`config.mk`:
```
export PLATFORM = sky130hd
export DESIGN_NAME = scpc_top
export DESIGN_NICKNAME = d
export VERILOG_FILES = /design/src/scpc_top.v /design/src/scpc_ms_tick.v /design/src/scpc_pulse_qual.v
export VERILOG_INCLUDE_DIRS = /design/src /design/src/src
export SDC_FILE = /design/constraint.sdc
export NUM_CORES = 1
export LEC_CHECK = 0
export ABC_AREA = 1
export CAP_MARGIN = 20
export CORE_MARGIN = 2
export CORE_UTILIZATION = 61
export CTS_CLUSTER_SIZE = 12
export DETAILED_ROUTE_END_ITERATION = 6
export DONT_BUFFER_PORTS = 1
export HOLD_SLACK_MARGIN = 0.02
export PLACE_DENSITY_LB_ADDON = 0.3
export SYNTH_ARGS = -nofsm -noshare
export SYNTH_HDL_FRONTEND = slang
export SYNTH_SLANG_ARGS = --single-unit
```
`constraint.sdc`:
```
create_clock -name pclk -period 4.2 [get_ports pclk]
set_input_delay 0.21 -clock pclk [delete_from_list [all_inputs] [get_ports pclk]]
set_output_delay 0.21 -clock pclk [all_outputs]
set_load 0.02 [all_outputs]
```
`src/scpc_regs.vh`:
```
// What this block does
// Report device status as code 0 to 8
// Expose 16-bit hint word, bits 0-7 used
// Read-only serials and part numbers, three units
// Read-only firmware version string
// Loaded and supported feature level strings
// Case switching only while enable bit set
// Eight control inputs, pair or one-of-n check
// Case number zero invalid, 1 to 254 select
// Path reset needs 60 ms high pulse
// Reset triggers for paths 1 to 8
// Safety restart on 120 ms pulse, held ignored
// Standby while standby bit is one
// Partial reboot on 120 ms pulse
// Full reboot on 120 ms pulse
// Millisecond high-time count, rearm after low
`ifndef SCPC_REGS_VH
`define SCPC_REGS_VH

`define SCPC_ADDR_W 8
`define SCPC_A_CTRL 8'h00
`define SCPC_A_CASE 8'h04
`define SCPC_A_PATH 8'h08
`define SCPC_A_STATUS 8'h0C
`define SCPC_A_HINTS 8'h10
`define SCPC_A_CASE_ST 8'h14
`define SCPC_A_SER_UNIT 8'h18
`define SCPC_A_SER_BARE 8'h1C
`define SCPC_A_SER_PLUG 8'h20
`define SCPC_A_STR_BASE 8'h40
`define SCPC_A_UNIT_HI 8'h44
`define SCPC_A_BARE_LO 8'h48
`define SCPC_A_BARE_HI 8'h4C
`define SCPC_A_PLUG_LO 8'h50
`define SCPC_A_PLUG_HI 8'h54
`define SCPC_A_FW_LO 8'h58
`define SCPC_A_FW_HI 8'h5C
`define SCPC_A_LOAD_LO 8'h60
`define SCPC_A_LOAD_HI 8'h64
`define SCPC_A_SUPP_LO 8'h68
`define SCPC_A_STR_LAST 8'h6C

`define SCPC_CTRL_CASE_EN 0
`define SCPC_CTRL_STANDBY 1
`define SCPC_CTRL_RESTART 2
`define SCPC_CTRL_PARTIAL 3
`define SCPC_CTRL_FULL 4
`define SCPC_CTRL_ONE_OF_N 5
`define SCPC_CASE_NUM_LSB 8

`define SCPC_ST_UNCLEAR 8'h00
`define SCPC_ST_SERIOUS 8'h08
`define SCPC_HINT_USED 8
`define SCPC_CASE_NUM_MIN 8'h01
`define SCPC_CASE_NUM_MAX 8'hFE

`define SCPC_MS_NS 1000000
`define SCPC_CLK_NS 10
`define SCPC_PATH_MIN_MS 60
`define SCPC_CMD_MIN_MS 120
`define SCPC_QUAL_W 8

`endif

```
`src/scpc_top.v`:
```
// The APB slave port and the address map were decided locally.
`timescale 1ns/1ps
`default_nettype none
`include "scpc_regs.vh"
module scpc_top #(
   parameter MS_CYCLES = `SCPC_MS_NS / `SCPC_CLK_NS,
   parameter NUM_PATHS = 8,
   // Identity values below are arbitrary.
   parameter [31:0] UNIT_SERIAL = 32'h0000_1001,
   parameter [31:0] BARE_SERIAL = 32'h0000_2002,
   parameter [31:0] PLUG_SERIAL = 32'h0000_3003,
   parameter [63:0] UNIT_PART = "UNIT0001",
   parameter [63:0] BARE_PART = "BARE0001",
   parameter [63:0] PLUG_PART = "PLUG0001",
   parameter [63:0] FW_VERSION = "V1.00.00",
   parameter [63:0] LOADED_LEVEL = "CFG01.00",
   parameter [63:0] SUPPORTED_LEVEL = "CFG02.00"
) (
   // APB slave
   input wire pclk,
   input wire presetn,
   input wire psel,
   input wire penable,
   input wire pwrite,
   input wire [`SCPC_ADDR_W-1:0] paddr,
   input wire [31:0] pwdata,
   output reg [31:0] prdata,
   output reg pready,
   output reg pslverr,
   // Health from the scanner core
   input wire [7:0] device_state,
   input wire [15:0] user_action_in,
   // Monitoring case selection
   output reg case_switch_enable,
   output reg [7:0] case_inputs,
   output reg [7:0] active_case,
   output reg active_case_valid,
   // Commands
   output wire [7:0] path_interlock_reset_pulse,
   output wire safety_restart_pulse,
   output wire partial_reboot_pulse,
   output wire full_reboot_pulse,
   output reg standby_request
);
   // Levels and case data as last written over the bus.
   reg one_of_n_mode;
   reg restart_level;
   reg partial_level;
   reg full_level;
   reg [7:0] case_number;
   reg [7:0] path_level;

   // Health attributes and registered case checks.
   reg [7:0] status_code;
   reg [15:0] user_action_hints;
   reg inputs_ok_q;
   reg number_ok_q;

   // Read decode for the coming access phase.
   reg [31:0] next_rdata;
   reg next_err;
   reg next_ro;

   // Timebase, evaluation results and read words.
   wire ms_tick;
   wire [3:0] pair_ok;
   wire one_hot;
   wire inputs_ok;
   wire number_ok;
   wire wr_commit;
   wire [31:0] ctrl_word;
   wire [31:0] case_word;
   wire [31:0] case_status;
   wire [7:0] path_present;
   wire case_accept;
   wire setup_phase;
   wire status_known;

   // One shared millisecond tick drives every qualifier.
   scpc_ms_tick #(
      .MS_CYCLES(MS_CYCLES)
   ) u_tick (
      .pclk(pclk),
      .presetn(presetn),
      .ms_tick(ms_tick)
   );

   // Each reset trigger gets its own qualifier; absent paths never fire.
   genvar i;
   generate
      for (i = 0; i < 8; i = i + 1) begin : g_path
         scpc_pulse_qual #(
            .MIN_MS(`SCPC_PATH_MIN_MS),
            .FIRE_ON_FALL(0)
         ) u_path (
            .pclk(pclk),
            .presetn(presetn),
            .level(path_level[i] & path_present[i]),
            .ms_tick(ms_tick),
            .fire(path_interlock_reset_pulse[i])
         );
      end
      for (i = 0; i < 8; i = i + 1) begin : g_present
         // Paths beyond the variant's count stay tied off.
         assign path_present[i] = (i < NUM_PATHS) ? 1'b1 : 1'b0;
      end
      for (i = 0; i < 4; i = i + 1) begin : g_pair
         // Complementary pair check on inputs 2i and 2i+1.
         assign pair_ok[i] = case_inputs[2*i] ^ case_inputs[2*i+1];
      end
   endgenerate

   // Commands act when the pulse ends, so a held level never fires.
   scpc_pulse_qual #(
      .MIN_MS(`SCPC_CMD_MIN_MS),
      .FIRE_ON_FALL(1)
   ) u_restart (
      .pclk(pclk),
      .presetn(presetn),
      .level(restart_level),
      .ms_tick(ms_tick),
      .fire(safety_restart_pulse)
   );

   scpc_pulse_qual #(
      .MIN_MS(`SCPC_CMD_MIN_MS),
      .FIRE_ON_FALL(1)
   ) u_partial (
      .pclk(pclk),
      .presetn(presetn),
      .level(partial_level),
      .ms_tick(ms_tick),
      .fire(partial_reboot_pulse)
   );

   scpc_pulse_qual #(
      .MIN_MS(`SCPC_CMD_MIN_MS),
      .FIRE_ON_FALL(1)
   ) u_full (
      .pclk(pclk),
      .presetn(presetn),
      .level(full_level),
      .ms_tick(ms_tick),
      .fire(full_reboot_pulse)
   );

   // Clearing the lowest set bit must leave nothing for one-of-n.
   assign one_hot = (case_inputs != 8'h00) &&
      ((case_inputs & (case_inputs - 8'h01)) == 8'h00);
   assign inputs_ok = one_of_n_mode ? one_hot : (&pair_ok);
   assign number_ok = (case_number >= `SCPC_CASE_NUM_MIN) &&
      (case_number <= `SCPC_CASE_NUM_MAX);
   // An error answer blocks the write, so a refused access leaves no trace.
   assign wr_commit = psel && penable && pready && pwrite && !pslverr;
   assign setup_phase = psel && !penable;
   // A switch needs the enable, valid inputs and a valid number at once.
   assign case_accept = case_switch_enable && inputs_ok && number_ok;
   assign status_known = device_state <= `SCPC_ST_SERIOUS;

   assign ctrl_word = {26'h000_0000, one_of_n_mode, full_level,
      partial_level, restart_level, standby_request, case_switch_enable};
   assign case_word = {16'h0000, case_number, case_inputs};
   // The check results are shown one cycle late, from registers.
   assign case_status = {21'h00_0000, active_case_valid, number_ok_q,
      inputs_ok_q, active_case};

   // Read data and error are decoded in the setup cycle.
   always @* begin
      next_rdata = 32'h0000_0000;
      next_err = 1'b0;
      next_ro = 1'b1;
      case (paddr)
         `SCPC_A_CTRL: begin
            next_rdata = ctrl_word;
            next_ro = 1'b0;
         end
         `SCPC_A_CASE: begin
            next_rdata = case_word;
            next_ro = 1'b0;
         end
         `SCPC_A_PATH: begin
            next_rdata = {24'h00_0000, path_level};
            next_ro = 1'b0;
         end
         `SCPC_A_STATUS: next_rdata = {24'h00_0000, status_code};
         `SCPC_A_HINTS: next_rdata = {16'h0000, user_action_hints};
         `SCPC_A_CASE_ST: next_rdata = case_status;
         `SCPC_A_SER_UNIT: next_rdata = UNIT_SERIAL;
         `SCPC_A_SER_BARE: next_rdata = BARE_SERIAL;
         `SCPC_A_SER_PLUG: next_rdata = PLUG_SERIAL;
         `SCPC_A_STR_BASE: next_rdata = UNIT_PART[31:0];
         `SCPC_A_UNIT_HI: next_rdata = UNIT_PART[63:32];
         `SCPC_A_BARE_LO: next_rdata = BARE_PART[31:0];
         `SCPC_A_BARE_HI: next_rdata = BARE_PART[63:32];
         `SCPC_A_PLUG_LO: next_rdata = PLUG_PART[31:0];
         `SCPC_A_PLUG_HI: next_rdata = PLUG_PART[63:32];
         `SCPC_A_FW_LO: next_rdata = FW_VERSION[31:0];
         `SCPC_A_FW_HI: next_rdata = FW_VERSION[63:32];
         `SCPC_A_LOAD_LO: next_rdata = LOADED_LEVEL[31:0];
         `SCPC_A_LOAD_HI: next_rdata = LOADED_LEVEL[63:32];
         `SCPC_A_SUPP_LO: next_rdata = SUPPORTED_LEVEL[31:0];
         `SCPC_A_STR_LAST: next_rdata = SUPPORTED_LEVEL[63:32];
         default: begin
            next_err = 1'b1;
            next_ro = 1'b0;
         end
      endcase
      if (pwrite && next_ro) begin
         next_err = 1'b1;
      end
      // Writes always return zero read data.
      if (pwrite) begin
         next_rdata = 32'h0000_0000;
      end
   end

   // APB answer: one wait-free access phase after every setup cycle.
   always @(posedge pclk or negedge presetn) begin
      if (!presetn) begin
         pready <= 1'b0;
         pslverr <= 1'b0;
         prdata <= 32'h0000_0000;
      end else if (setup_phase) begin
         pready <= 1'b1;
         pslverr <= next_err;
         prdata <= next_rdata;
      end else begin
         pready <= 1'b0;
         pslverr <= 1'b0;
         prdata <= 32'h0000_0000;
      end
   end

   // Process data written by the controller.
   always @(posedge pclk or negedge presetn) begin
      if (!presetn) begin
         case_switch_enable <= 1'b0;
         standby_request <= 1'b0;
         restart_level <= 1'b0;
         partial_level <= 1'b0;
         full_level <= 1'b0;
         one_of_n_mode <= 1'b0;
         case_inputs <= 8'h00;
         case_number <= 8'h00;
         path_level <= 8'h00;
      end else if (wr_commit) begin
         case (paddr)
            `SCPC_A_CTRL: begin
               case_switch_enable <= pwdata[`SCPC_CTRL_CASE_EN];
               standby_request <= pwdata[`SCPC_CTRL_STANDBY];
               restart_level <= pwdata[`SCPC_CTRL_RESTART];
               partial_level <= pwdata[`SCPC_CTRL_PARTIAL];
               full_level <= pwdata[`SCPC_CTRL_FULL];
               one_of_n_mode <= pwdata[`SCPC_CTRL_ONE_OF_N];
            end
            `SCPC_A_CASE: begin
               case_inputs <= pwdata[7:0];
               case_number <= pwdata[`SCPC_CASE_NUM_LSB+7:
                  `SCPC_CASE_NUM_LSB];
            end
            `SCPC_A_PATH: begin
               // Absent paths drop their bits and read back as zero.
               path_level <= pwdata[7:0] & path_present;
            end
            default: begin
               path_level <= path_level;
            end
         endcase
      end
   end

   // Case changes only while enabled and only from valid signals.
   always @(posedge pclk or negedge presetn) begin
      if (!presetn) begin
         active_case <= 8'h00;
         active_case_valid <= 1'b0;
         inputs_ok_q <= 1'b0;
         number_ok_q <= 1'b0;
      end else begin
         inputs_ok_q <= inputs_ok;
         number_ok_q <= number_ok;
         if (case_accept) begin
            active_case <= case_number;
            active_case_valid <= 1'b1;
         end
      end
   end

   // Health attributes; codes above the defined range read as unclear.
   always @(posedge pclk or negedge presetn) begin
      if (!presetn) begin
         status_code <= `SCPC_ST_UNCLEAR;
         user_action_hints <= 16'h0000;
      end else begin
         if (!status_known) begin
            status_code <= `SCPC_ST_UNCLEAR;
         end else begin
            status_code <= device_state;
         end
         // Only the low hint bits carry actions; the rest read as zero.
         user_action_hints <= {8'h00,
            user_action_in[`SCPC_HINT_USED-1:0]};
      end
   end
endmodule // scpc_top
`default_nettype wire

```
`src/scpc_ms_tick.v`:
```
`timescale 1ns/1ps
`default_nettype none
module scpc_ms_tick #(
   parameter MS_CYCLES = 100000
) (
   // Clock and reset
   input wire pclk,
   input wire presetn,
   // Timebase
   output reg ms_tick
);
   reg [31:0] count;

   // One-cycle tick every MS_CYCLES clocks.
   always @(posedge pclk or negedge presetn) begin
      if (!presetn) begin
         count <= 32'h0000_0000;
         ms_tick <= 1'b0;
      end else if (count == MS_CYCLES[31:0] - 32'h0000_0001) begin
         count <= 32'h0000_0000;
         ms_tick <= 1'b1;
      end else begin
         count <= count + 32'h0000_0001;
         ms_tick <= 1'b0;
      end
   end
endmodule // scpc_ms_tick
`default_nettype wire

```
`src/scpc_pulse_qual.v`:
```
`timescale 1ns/1ps
`default_nettype none
module scpc_pulse_qual #(
   parameter [7:0] MIN_MS = 8'd60,
   parameter FIRE_ON_FALL = 0
) (
   // Clock and reset
   input wire pclk,
   input wire presetn,
   // Trigger level and timebase
   input wire level,
   input wire ms_tick,
   // Qualified event
   output reg fire
);
   reg level_q;
   reg [7:0] high_ms;
   wire [7:0] need;

   // One extra tick guards against a tick landing just after the rise.
   assign need = MIN_MS + 8'h01;

   always @(posedge pclk or negedge presetn) begin
      if (!presetn) begin
         level_q <= 1'b0;
         high_ms <= 8'h00;
         fire <= 1'b0;
      end else begin
         level_q <= level;
         fire <= 1'b0;
         if (!level) begin
            high_ms <= 8'h00;
         end else if (ms_tick && high_ms != need) begin
            high_ms <= high_ms + 8'h01;
         end
         if (FIRE_ON_FALL != 0) begin
            // Fire only when the pulse ends, so a held high never acts.
            if (level_q && !level && high_ms == need) begin
               fire <= 1'b1;
            end
         end else if (level && ms_tick && high_ms == need - 8'h01) begin
            fire <= 1'b1;
         end
      end
   end
endmodule // scpc_pulse_qual
`default_nettype wire

```
After elaboration in Yosys (flattened, before gate mapping)
Cells that the tools add are included.
{ "classes": {"eq_ne": 54, "n_addsub": 13, "div": 0, "bitwise": 5, "n_reduce_logical": 59, "shift": 0, "muxes": 45, "multipliers": 0, "n_lt_le_gt_ge": 3} }
{ "op_table": {"columns": ["op", "count"], "rows": [
  ["one-hot mux 31 bit (18 select lines)", 1],
  ["two-way mux 8 bit", 23],
  ["equality test 8 x 7 -> 1 bit (second input constant)", 15],
  ["two-way mux 32 bit", 3],
  ["adder 8 x 1 -> 8 bit (second input constant)", 11],
  ["equality test 8 x 6 -> 1 bit (second input constant)", 9],
  ["inequality test 8 x 6 -> 1 bit (second input constant)", 8],
  ["logical AND 1 bit", 43],
  ["adder 32 x 1 -> 32 bit (second input constant)", 1],
  ["equality test 32 x 17 -> 1 bit (second input constant)", 1],
  ["equality test 8 x 5 -> 1 bit (second input constant)", 4],
  ["inequality test 8 x 7 -> 1 bit (second input constant)", 3],
  ["inequality test 2 x 1 -> 1 bit (second input constant)", 11],
  ["OR reduction 21 bit", 1],
  ["two-way mux 1 bit", 18],
  ["OR reduction 18 bit", 1],
  ["equality test 8 x 4 -> 1 bit (second input constant)", 2],
  ["zero test 8 bit", 2],
  ["AND 8 bit", 1],
  ["equality test 8 x 3 -> 1 bit (second input constant)", 1],
  [">= comparator 8 x 1 -> 1 bit (second input constant)", 1],
  ["less-or-equal comparator 8 x 4 -> 1 bit (second input constant)", 1],
  ["less-or-equal comparator 8 bit (second input constant)", 1],
  ["nonzero test 8 bit", 1],
  ["other kinds (7)", 16]
]} }
{ "totals": {"inputBits": 69, "word_cells": 224, "mem_bits_ro": 0, "latchBits": 0, "ram_bits": 0, "regBits": 226, "mem_count": 0} }

Logic depth before layout (Yosys ltp)
Gate-level depths: netlist of run 1.
{ "depth": {"ltp_word": 7, "ltp_mapped": 13, "ltp_nobuf": 13} }

Hierarchy
From an unflattened synthesis of run 1, not the netlist that was laid out.
{ "hier_totals": {"hier_cells": 1690, "hier_area_um2": 12777.3} }
{ "by_module_without_submodules": {"columns": ["mod", "area_per_inst_um2", "cells_each", "instances"], "rows": [
  ["scpc_pulse_qual (g_path[0].u_path ...)", 603.1, 81, 8],
  ["scpc_top", 4194.0, 492, 1],
  ["scpc_ms_tick", 1986.9, 304, 1],
  ["scpc_pulse_qual (u_full ...)", 590.6, 82, 3]
]} }

Least setup slack after synthesis of run 1
Ideal clock, no wire load.
{ "synth_path": {"path_type": "register to register", "from": "register case_inputs[0]", "to": "register active_case[0]", "arrival_time_ns": 1.615, "setup_slack_ns": 2.468, "setup_ns": 0.117, "required_time_ns": 4.083, "path_stages_with_launch": 10, "cell_sequence": "dfrtp_1 ha_1 inv_1 nand2_1 a211oi_1 nand3_1 o21ai_2 nand2_2 nand2_1 nand2_1"} }
{ "synth_via": {"elab_chain_cells": 7} }
{ "synth_lines": {"columns": ["item", "line_no", "rtl"], "rows": [
  ["start, declared", "scpc_top.v:35", "output reg [7:0] case_inputs,"],
  ["start signal, assigned", "scpc_top.v:257", "case_inputs <= pwdata[7:0];"],
  ["subtractor 8 x 1 -> 8 bit", "scpc_top.v:149", "((case_inputs & (case_inputs - 8'h01)) == 8'h00);"],
  ["AND 8 bit", "scpc_top.v:149", null],
  ["zero test 8 bit", "scpc_top.v:149", null],
  ["logical AND 1 bit", "scpc_top.v:148", "assign one_hot = (case_inputs != 8'h00) &&"],
  ["two-way mux 1 bit *", "scpc_top.v:150", "assign inputs_ok = one_of_n_mode ? one_hot : (&pair_ok);"],
  ["named net inputs_ok", "scpc_top.v:68", "wire inputs_ok;"],
  ["logical AND 1 bit * (2 in series)", "scpc_top.v:157", "assign case_accept = case_switch_enable && inputs_ok && number_ok;"],
  ["end signal, assigned", "scpc_top.v:283", "active_case <= case_number;"],
  ["end, declared", "scpc_top.v:36", "output reg [7:0] active_case,"]
]} }
Mark *: on every way through the listed nets, which the timed path passes. The rest lies on a longest branch.
A chain may end at the register's enable or synchronous reset.

Final worst setup path of run 1
{ "layout_path": {"from": "register case_inputs[2]", "to": "register active_case[4]"} }
The elaborated chain is that of the path after synthesis.

==> results.toml, run 1 <==
[status]
outcome = "finished, violations left"
violations = "negative hold slack"

[route]
wl_um = 25800
post_drt_wl_per_cell_um = 15.3
drc = 0
drtAntennaViolNets = 0
via_per_inst = 5.54
drt-pass1-iter-count = 5
vias = 9327
drt_iter0_drc = 637

[clock_tree]
cts.sinks = 223
clk_path_buf_depth = 3
cts_hold_buf = 37
path_clk_slew_ps = 60
root_buffer = "clkbuf_16"
cts-buffers-inserted = 24
clkLatencyLatePin_ps = 520
cts_resized = 0
cts_tree = "built"
htreeDepth = 1
cts_setup_buffers = 0

[worst_setup_path]
end_kind = "register"
start_kind = "register"
cp_common_cell = "nand2_1"
required_ps = 4600
crit_chain = "inv_1 > ha_1 > inv_1 > o21ai_0 > nand2_1 > nand3_1 > o21ai_2 > nand2_2 > nand2_1 > nand2_1"
cp_slowest_cell = "dfrtp_1"
cp.arrival_ps = 2630
crit_fanout = 10
max_stage_delay_ps = 540
crit_type = "register to register"

[timing]
holdWs_ps = -617
hold_viol = 223
tightestPinTransition_ps = 988
finClkSkew_ps = 9.83
min_period_ps = 2220
rsz0062_at_grt = "no"
finalCritPeriodShare = 0.530
setup_viol_count_final = 0
finalMaxSlewViolations = 0
fmaxAchievable_mhz = 449
relSlewSlack = 0.341
fin_tns_setup_ps = 0

[yosys]
synth_area_leader_cell = "dfrtp_1"
yosysTopAreaCellShare = 0.488
netlist_top_cells_area = "dfrtp_1 49%, nand2_1 9.3%, inv_1 6.6%, nand3_1 5.2%, nor2_1 4.7%"
yosysMostFrequentCell = "nand2_1"
syn_area_um2 = 11400
synth_edf_count = 0
synth.avg_cell_area_um2 = 8.17
synth_flop_cell = "dfrtp_1"
async_reset_ff_frac = 1.00
synth-seq-cells = 223
ys_types = 45
syn_inst = 1399
yosysWarnings = 0
yosysSeqAreaShare = 0.488
synthTopCellsByCount = "283 x nand2_1, 223 x dfrtp_1, 202 x inv_1"

[final_layout]
nFillCells = 1481
drive_gt1_frac = 0.0655
syn2layout_area_growth_pct = 10.9
layout.nets = 1543
final_cell_area_um2 = 12700
n_antenna_cell = 0

[global_routing]
grt_first_pass_wirelength_um = 43100
grtUsageTotal = 0.267
gr-total-overflow = 0
antenna_found_initial = 0
first_global_vias = 9013
grt_max_degree = 224

[power]
peakVddDrop_uv = 267
internal_power_mw = 3.45
swShare = 0.201
sequentialPowerShare = 0.501
combPwrFrac = 0.017
p_leak_nw = 6.03
power_density_nw_per_um2 = 341
clockPowerShare = 0.482
p_total_mw = 4.32
switchingPower_mw = 0.870

[hold_path]
hold_class = "input pin to asynchronous set/reset pin"

[floorplan]
die_h_um = 141
rows = 50
core_um2 = 18500
ios = 133
die_area_um2 = 19900
start_util = 0.617
die_w_um = 141

[run]
max-cap-violations = 0

[placed_design]
hpwl_um = 18300
place_congestion = 0.944
dpl-instance-area_um2 = 11500
port_buffers = 0
cells in the final DEF, fill, tap and decap left out, types with 12 or more instances in the layout:
cell	netlist	final
dlygate4sd3_1	0	37
nor3_1	50	50
nand3_1	118	118
dfrtp_1	223	223
o21ai_0	87	87
nor2_2	27	27
nor3b_1	12	12
nand2_1	283	283
clkbuf_16	0	25
xor2_1	19	19
nand4_1	28	28
a21oi_1	52	52
inv_1	202	202
nor2_1	142	142
ha_1	38	38
cells by family after synthesis:
| group | count (synthesis) | share of synthesized area |
|---|---|---|
| AOI/OAI and AO/OA | 174 | 0.0820 |
| xor gates and xnor gates | 27 | 0.0207 |
| adders and majority gates | 38 | 0.0416 |
| buffers and inverters | 239 | 0.0876 |
| and+or+nand+nor | 694 | 0.276 |
| muxes | 3 | 0.00394 |
| other | 1 | 0.000328 |
| DFF | 223 | 0.488 |
power by group through the flow:
stage	Combinational (mW)	Clock (mW)	Sequential (mW)
global placement	0.0443	0	2.20
CTS	0.0708	2.11	2.17
floorplan	0.0404	0	2.20
global route	0.0791	2.20	2.17
finish	0.0719	2.08	2.17
detailed placement	0.0451	0	2.20
area by class of cell:
class / count / area, um^2 / share of cell area
sequential: 223 / 5580 / 0.440
multi-input combinational: 943 / 4870 / 0.384
inverter: 207 / 777 / 0.0613
clock buffer: 37 / 741 / 0.0584
timing repair buffer: 37 / 370 / 0.0292
tap: 234 / 293 / 0.0231
clock inverter: 3 / 40.0 / 0.00316
path summary, 6_finish.rpt:
check	start	endpoint	slack, ps	depth (start not counted)
min reg2reg	g_path[2].u_path.high_ms[7]	g_path[2].u_path.high_ms[7]	480	1
max	case_inputs[2]	active_case[4]	1980	10
min	presetn	g_path[3].u_path.high_ms[6]	-620	0
min in group pclk	psel	pslverr	60	4
max reg2reg	case_inputs[2]	active_case[4]	1980	10
max in group asynchronous	presetn	u_tick.count[2]	4400	0
worst max-delay path: cells and delay by family (launching register included):
kind,cells,cell delay [ps]
adder cells (fa/ha/maj),1,250
AND/OR/NAND/NOR,5,600
buffers and inverters,2,230
AO/OA/AOI/OAI,2,480
flip-flops,1,540
metal layers:
metal	track usage	vias to the layer above	part of all wire	wire length [um]
li1	-	4557	-	-
met1	0.347	4436	0.41	10700
met5	0	-	0	0
met3	0.0564	67	0.069	1780
met4	0.0884	0	0.030	777
met2	0.451	267	0.49	12600
sequential cells by signal (all words and copies together) (netlist names), 8 cells and up:
register               flops
prdata                    29
path_level                 8
case_number                8
u_full.high_ms             8
user_action_hints          8
g_path.u_path.high_ms     64
case_inputs                8
g_path.u_path.fire         8
status_code                8
active_case                8
u_restart.high_ms          8
u_partial.high_ms          8
u_tick.count              32
per-stage QoR:
| step | worst slack (ps) | cells | util | hold slack, ps |
|---|---|---|---|---|
| finish | 1980 | 1684 | 0.684 | -617 |
| global route | 1800 | 1684 | 0.684 | -632 |
| CTS | 2020 | 1684 | 0.684 | -624 |
| detailed placement | 1950 | 1607 | 0.622 | -76.3 |
| global placement | 1930 | 1607 | 0.622 | -76.5 |
| floorplan | 2470 | 1405 | - | -85.6 |
(Power assumes the default switching activity.)
==> run 2, diff against run 1 <==
CORE_UTILIZATION = 58   (was 61)
clock period = 1.8 ns   (was 4.2 ns; I/O delays follow)
==> results.toml, run 2 (synthesized netlist as in run 1, its figures left out) <==
[status]
outcome = "finished, violations left"
violations = "negative hold slack"

[worst_setup_path]
end_kind = "register"
start_kind = "register"
reg2reg_slack_ps = 20
crit_fanout = 4
rr_endpoint = "u_tick.count[28]"
required_ps = 2200
r2r-start = "u_tick.count[1]"
reg2reg_depth = 10
cp.arrival_ps = 2190
crit_type = "register to register"

[hold_path]
hold_class = "input pin to asynchronous set/reset pin"

[floorplan]
start_util = 0.589
ios = 133
rows = 51
die_area_um2 = 20800
die_w_um = 144
core_um2 = 19400
die_h_um = 144

[global_routing]
first_global_vias = 9038
gr-total-overflow = 0
grt_max_degree = 224
grtUsageTotal = 0.254
grt_first_pass_wirelength_um = 42800
antenna_found_initial = 0

[timing]
holdWs_ps = -722
finClkSkew_ps = 12.9
rsz0062_at_grt = "yes"
fin_tns_setup_ps = 0
finalCritPeriodShare = 0.990
hold_viol = 223
min_period_ps = 1780
setup_viol_count_final = 0
fmaxAchievable_mhz = 561
finalMaxSlewViolations = 0

[final_layout]
fin_cells = 1755
syn2layout_area_growth_pct = 15.2
layout_commonest_cell = "nand2_1"
nFillCells = 1579
drive_gt1_frac = 0.100
final_cell_mix = "279 x nand2_1, 223 x dfrtp_1, 200 x inv_1"
reg_top3 = "g_path.u_path.high_ms x64, u_tick.count x32, prdata x29"
layout.nets = 1583
n_antenna_cell = 0
largest_register_ffs = 64
largest_register = "g_path.u_path.high_ms"

[clock_tree]
clk_path_buf_depth = 3
htreeDepth = 1
cts_tree = "built"
root_buffer = "clkbuf_16"
clkLatencyLatePin_ps = 510
cts_hold_buf = 38
cts-buffers-inserted = 25
cts.sinks = 223
path_clk_slew_ps = 60

[placed_design]
place_inst = 1667
hpwl_um = 18400
port_buffers = 0
place_congestion = 0.939

[route]
wl_um = 26400
drtAntennaViolNets = 0
drt_iter0_drc = 769
post_drt_wl_per_cell_um = 15.0
drt-pass1-iter-count = 5
drc = 0
vias = 9444
via_per_inst = 5.38

[power]
power_density_nw_per_um2 = 781
p_leak_nw = 6.29
peakVddDrop_uv = 778

[run]
max-cap-violations = 0
## run 2: cell types whose count changed in the layout (fill, tap and decap cells not counted), sizes merged
cell | previous run | this run
bufinv | 1 | 3
clkbuf | 37 | 33
dlygate4sd3 | 37 | 38
buf | 0 | 38
clkinv | 2 | 5
## run 2: critical path: stages, from the launching register on
cell     delay [ps]
dfrtp_1         410
ha_4            180
nand3_4          90
nor2_4          130
nand2_2          90
nor2_4          150
nand2_4          80
nor3_4          260
nand2_2         100
o21ai_2         120
inv_1            50
## run 2: area by class of cell
cell class,instances,area (um^2),share of cell area
Clock inverter,8,119,0.00903
Tap cell,265,332,0.0252
Multi-Input combinational cell,943,4960,0.377
Inverter,207,777,0.0590
Sequential cell,223,5580,0.424
Clock buffer,33,686,0.0521
Timing Repair Buffer,76,707,0.0537
## run 2: power breakdown
group	total, mW	switching (mW)	internal [mW]
Sequential	5.05	0.0170	5.03
Clock	5.04	1.96	3.08
Combinational	0.193	0.105	0.0879
## run 2: how the worst max path moves through the flow
stage	from	to	slack, ps	depth (start not counted)
2_1_floorplan	case_inputs[0]	active_case[0]	70	9
3_3_place_gp	u_tick.count[1]	u_tick.count[28]	70	10
3_5_place_dp	u_tick.count[1]	u_tick.count[28]	6	10
4_1_cts	u_tick.count[1]	u_tick.count[28]	10	10
5_1_grt	u_tick.count[1]	u_tick.count[28]	-100	10
6_report	u_tick.count[1]	u_tick.count[28]	20	10
## run 2: through the flow
step / setup WS (ps) / utilization / hold WS (ps) / power [mW] / area, um^2
2_1_floorplan: 68.0 / - / -206 / 5.23 / 11500
3_3_place_gp: 67.8 / 0.609 / -196 / 5.26 / 11800
3_5_place_dp: 6.34 / 0.609 / -199 / 5.26 / 11800
4_1_cts: 14.8 / 0.670 / -738 / 10.4 / 13000
5_1_grt: -105 / 0.679 / -746 / 10.6 / 13200
6_report: 18.1 / 0.679 / -722 / 10.3 / 13200
## run 2: layer usage
layer / wire length [um] / up-vias / global-route usage / part of all wire
met5: 0 / - / 0 / 0
met4: 741 / 0 / 0.0756 / 0.028
met3: 1500 / 57 / 0.0467 / 0.057
met2: 12600 / 274 / 0.422 / 0.48
met1: 11600 / 4468 / 0.341 / 0.44
li1: - / 4645 / - / -
## run 2: timing repair
item,CTS,global route
setup endpoints to repair,1,25
hold endpoints to repair,282,223
pin swaps,0,9
buffers inserted,0,9
gates resized for setup,1,22
==> run 3, diff against run 2 <==
SYNTH_HIERARCHICAL = 1   (was not set)
==> results.toml, run 3 <==
[clock_tree]
path_clk_slew_ps = 60
cts-buffers-inserted = 25
cts_tree = "built"
clkLatencyLatePin_ps = 540
cts.sinks = 223
htreeDepth = 1
cts_hold_buf = 45
clk_path_buf_depth = 3
root_buffer = "clkbuf_16"

[worst_setup_path]
cp_common_cell = "nand2_1"
crit_family = "compound AO/OA/AOI/OAI gates"
critical_path_buf_inv_count = 0
r2r-start = "case_inputs[0]"
cp.arrival_ps = 2160
crit_fanout = 4
crit_type = "register to register"
max_stage_delay_ps = 440
crit_chain = "ha_1 > a211oi_2 > nand4_1 > o21bai_4 > nand2_2 > nand2_1 > nand2_1"
cp_slowest_cell = "dfrtp_2"
required_ps = 2230
start_kind = "register"
end_kind = "register"
cp-startpoint = "case_inputs[0]"

[timing]
fmaxAchievable_mhz = 578
finClkSkew_ps = 13.3
holdWs_ps = -746
finalMaxSlewViolations = 0
hold_viol = 223
min_period_ps = 1730
relSlewSlack = 0.642
fin_tns_setup_ps = 0
finalCritPeriodShare = 0.961
setup_viol_count_final = 0
tightestPinTransition_ps = 531

[global_routing]
grt_max_degree = 224
grt_first_pass_wirelength_um = 50600
first_global_vias = 10500
grtUsageTotal = 0.259
antenna_found_initial = 0
gr-total-overflow = 0

[status]
violations = "design-rule violations, negative hold slack"
outcome = "finished, violations left"

[yosys]
async_reset_ff_frac = 1.00
netlist_top_cells_area = "dfrtp_1 44%, nand2_1 14%, nor2_1 6.7%, nand3_1 6.6%, inv_1 6.1%"
synth-seq-cells = 223
synth_area_leader_cell = "dfrtp_1"
synth_flop_cell = "dfrtp_1"
ys_types = 44
syn_inst = 1690
yosysMostFrequentCell = "nand2_1"
yosysTopAreaCellShare = 0.437
yosysWarnings = 6
yosysSeqAreaShare = 0.437
synth_edf_count = 0
synth.avg_cell_area_um2 = 7.56
synthTopCellsByCount = "490 x nand2_1, 228 x nor2_1, 223 x dfrtp_1"
syn_area_um2 = 12800

[route]
drtAntennaViolNets = 0
wl_um = 30000
post_drt_wl_per_cell_um = 14.6
vias = 10700
drt-pass1-iter-count = 7
via_per_inst = 5.23
drt_iter0_drc = 702
drc = 4

[final_layout]
syn2layout_area_growth_pct = 12.9
nFillCells = 1776
final_cell_mix = "490 x nand2_1, 227 x nor2_1, 222 x dfrtp_1"
layout_commonest_cell = "nand2_1"
reg_top3 = "g_path.u_path/high_ms x64, u_tick/count x32, prdata x29"
largest_register = "g_path.u_path/high_ms"
largest_register_ffs = 64
layout.nets = 1864
fin_cells = 2053
final_cell_area_um2 = 14400
drive_gt1_frac = 0.109
n_antenna_cell = 0

[power]
p_leak_nw = 7.20
p_total_mw = 10.2
power_density_nw_per_um2 = 709
peakVddDrop_uv = 643

[floorplan]
rows = 54
die_h_um = 152
core_um2 = 21800
die_area_um2 = 23200
ios = 133
start_util = 0.587
die_w_um = 152

[placed_design]
hpwl_um = 20300
place_inst = 1960
dpl-instance-area_um2 = 13100
place_congestion = 0.894
port_buffers = 0

[run]
max-cap-violations = 0

[hold_path]
hold_class = "input pin to asynchronous set/reset pin"
[run 3: cell types whose count changed after synthesis, moves of 15 or more]
| cell | before | now |
|---|---|---|
| nand2_1 | 283 | 490 |
| nor2_1 | 142 | 228 |
| o21ai_0 | 87 | 18 |
| nand3_1 | 118 | 169 |
| a21oi_1 | 52 | 17 |
| nand2_2 | 7 | 24 |
| nor2_4 | 5 | 22 |
| xor2_1 | 19 | 36 |
| buf_2 | 3 | 18 |
[run 3: cells by family after synthesis]
family	count (synthesis)	share of synthesized area
AOI/OAI and AO/OA	66	0.0339
buffers and inverters	267	0.0837
xor gates and xnor gates	38	0.0260
muxes	3	0.00353
DFF	223	0.437
adders and majority gates	38	0.0372
other	1	0.000293
and+or+nand+nor	1054	0.379
[run 3: per-stage QoR]
| step | hold WS (ps) | setup WS, ps | util |
|---|---|---|---|
| after global routing | -760 | -59.6 | 0.663 |
| after detailed placement | -197 | 128 | 0.603 |
| after CTS | -760 | 127 | 0.660 |
| final | -746 | 70.9 | 0.663 |
| after global placement | -197 | 211 | 0.603 |
| after floorplan | -206 | 81.3 | - |
[run 3: final timing paths]
check                                         endpoint  slack (ps)  cells past startpoint
max in group asynchronous  g_path[3].u_path/high_ms[5]        2250                      0
max reg2reg                             active_case[7]          70                      7
min reg2reg                            u_tick/count[0]         470                      1
min                        g_path[5].u_path/high_ms[7]        -750                      0
min in group pclk                           prdata[20]          50                      6
max                                     active_case[7]          70                      7
[run 3: metal layers]
layer / up-vias / wire [um] / track usage
met5: - / 0 / 0
met4: 0 / 680 / 0.0688
met3: 48 / 1780 / 0.0506
met2: 292 / 14600 / 0.445
met1: 5028 / 13000 / 0.339
li1: 5369 / - / -
[run 3: final cells by class]
| class | instances | area, um^2 | share of cell area |
|---|---|---|---|
| Inverter | 228 | 856 | 0.0593 |
| Multi-Input combinational cell | 1207 | 6180 | 0.428 |
| Timing Repair Buffer | 72 | 661 | 0.0458 |
| Clock buffer | 38 | 734 | 0.0509 |
| Sequential cell | 223 | 5580 | 0.387 |
| Tap cell | 280 | 350 | 0.0243 |
| Clock inverter | 5 | 65.1 | 0.00451 |
[run 3: power breakdown]
| group | internal (mW) | switching (mW) |
|---|---|---|
| clock network | 2.95 | 2.03 |
| logic | 0.0911 | 0.115 |
| registers | 5.03 | 0.0128 |
| total | 8.08 | 2.16 |
[run 3: what timing repair did]
item	4_1_cts	5_1_grt
buffers inserted	0	3
endpoints found under the setup margin	0	8
gates resized for setup	0	10
endpoints found under the hold margin	278	223
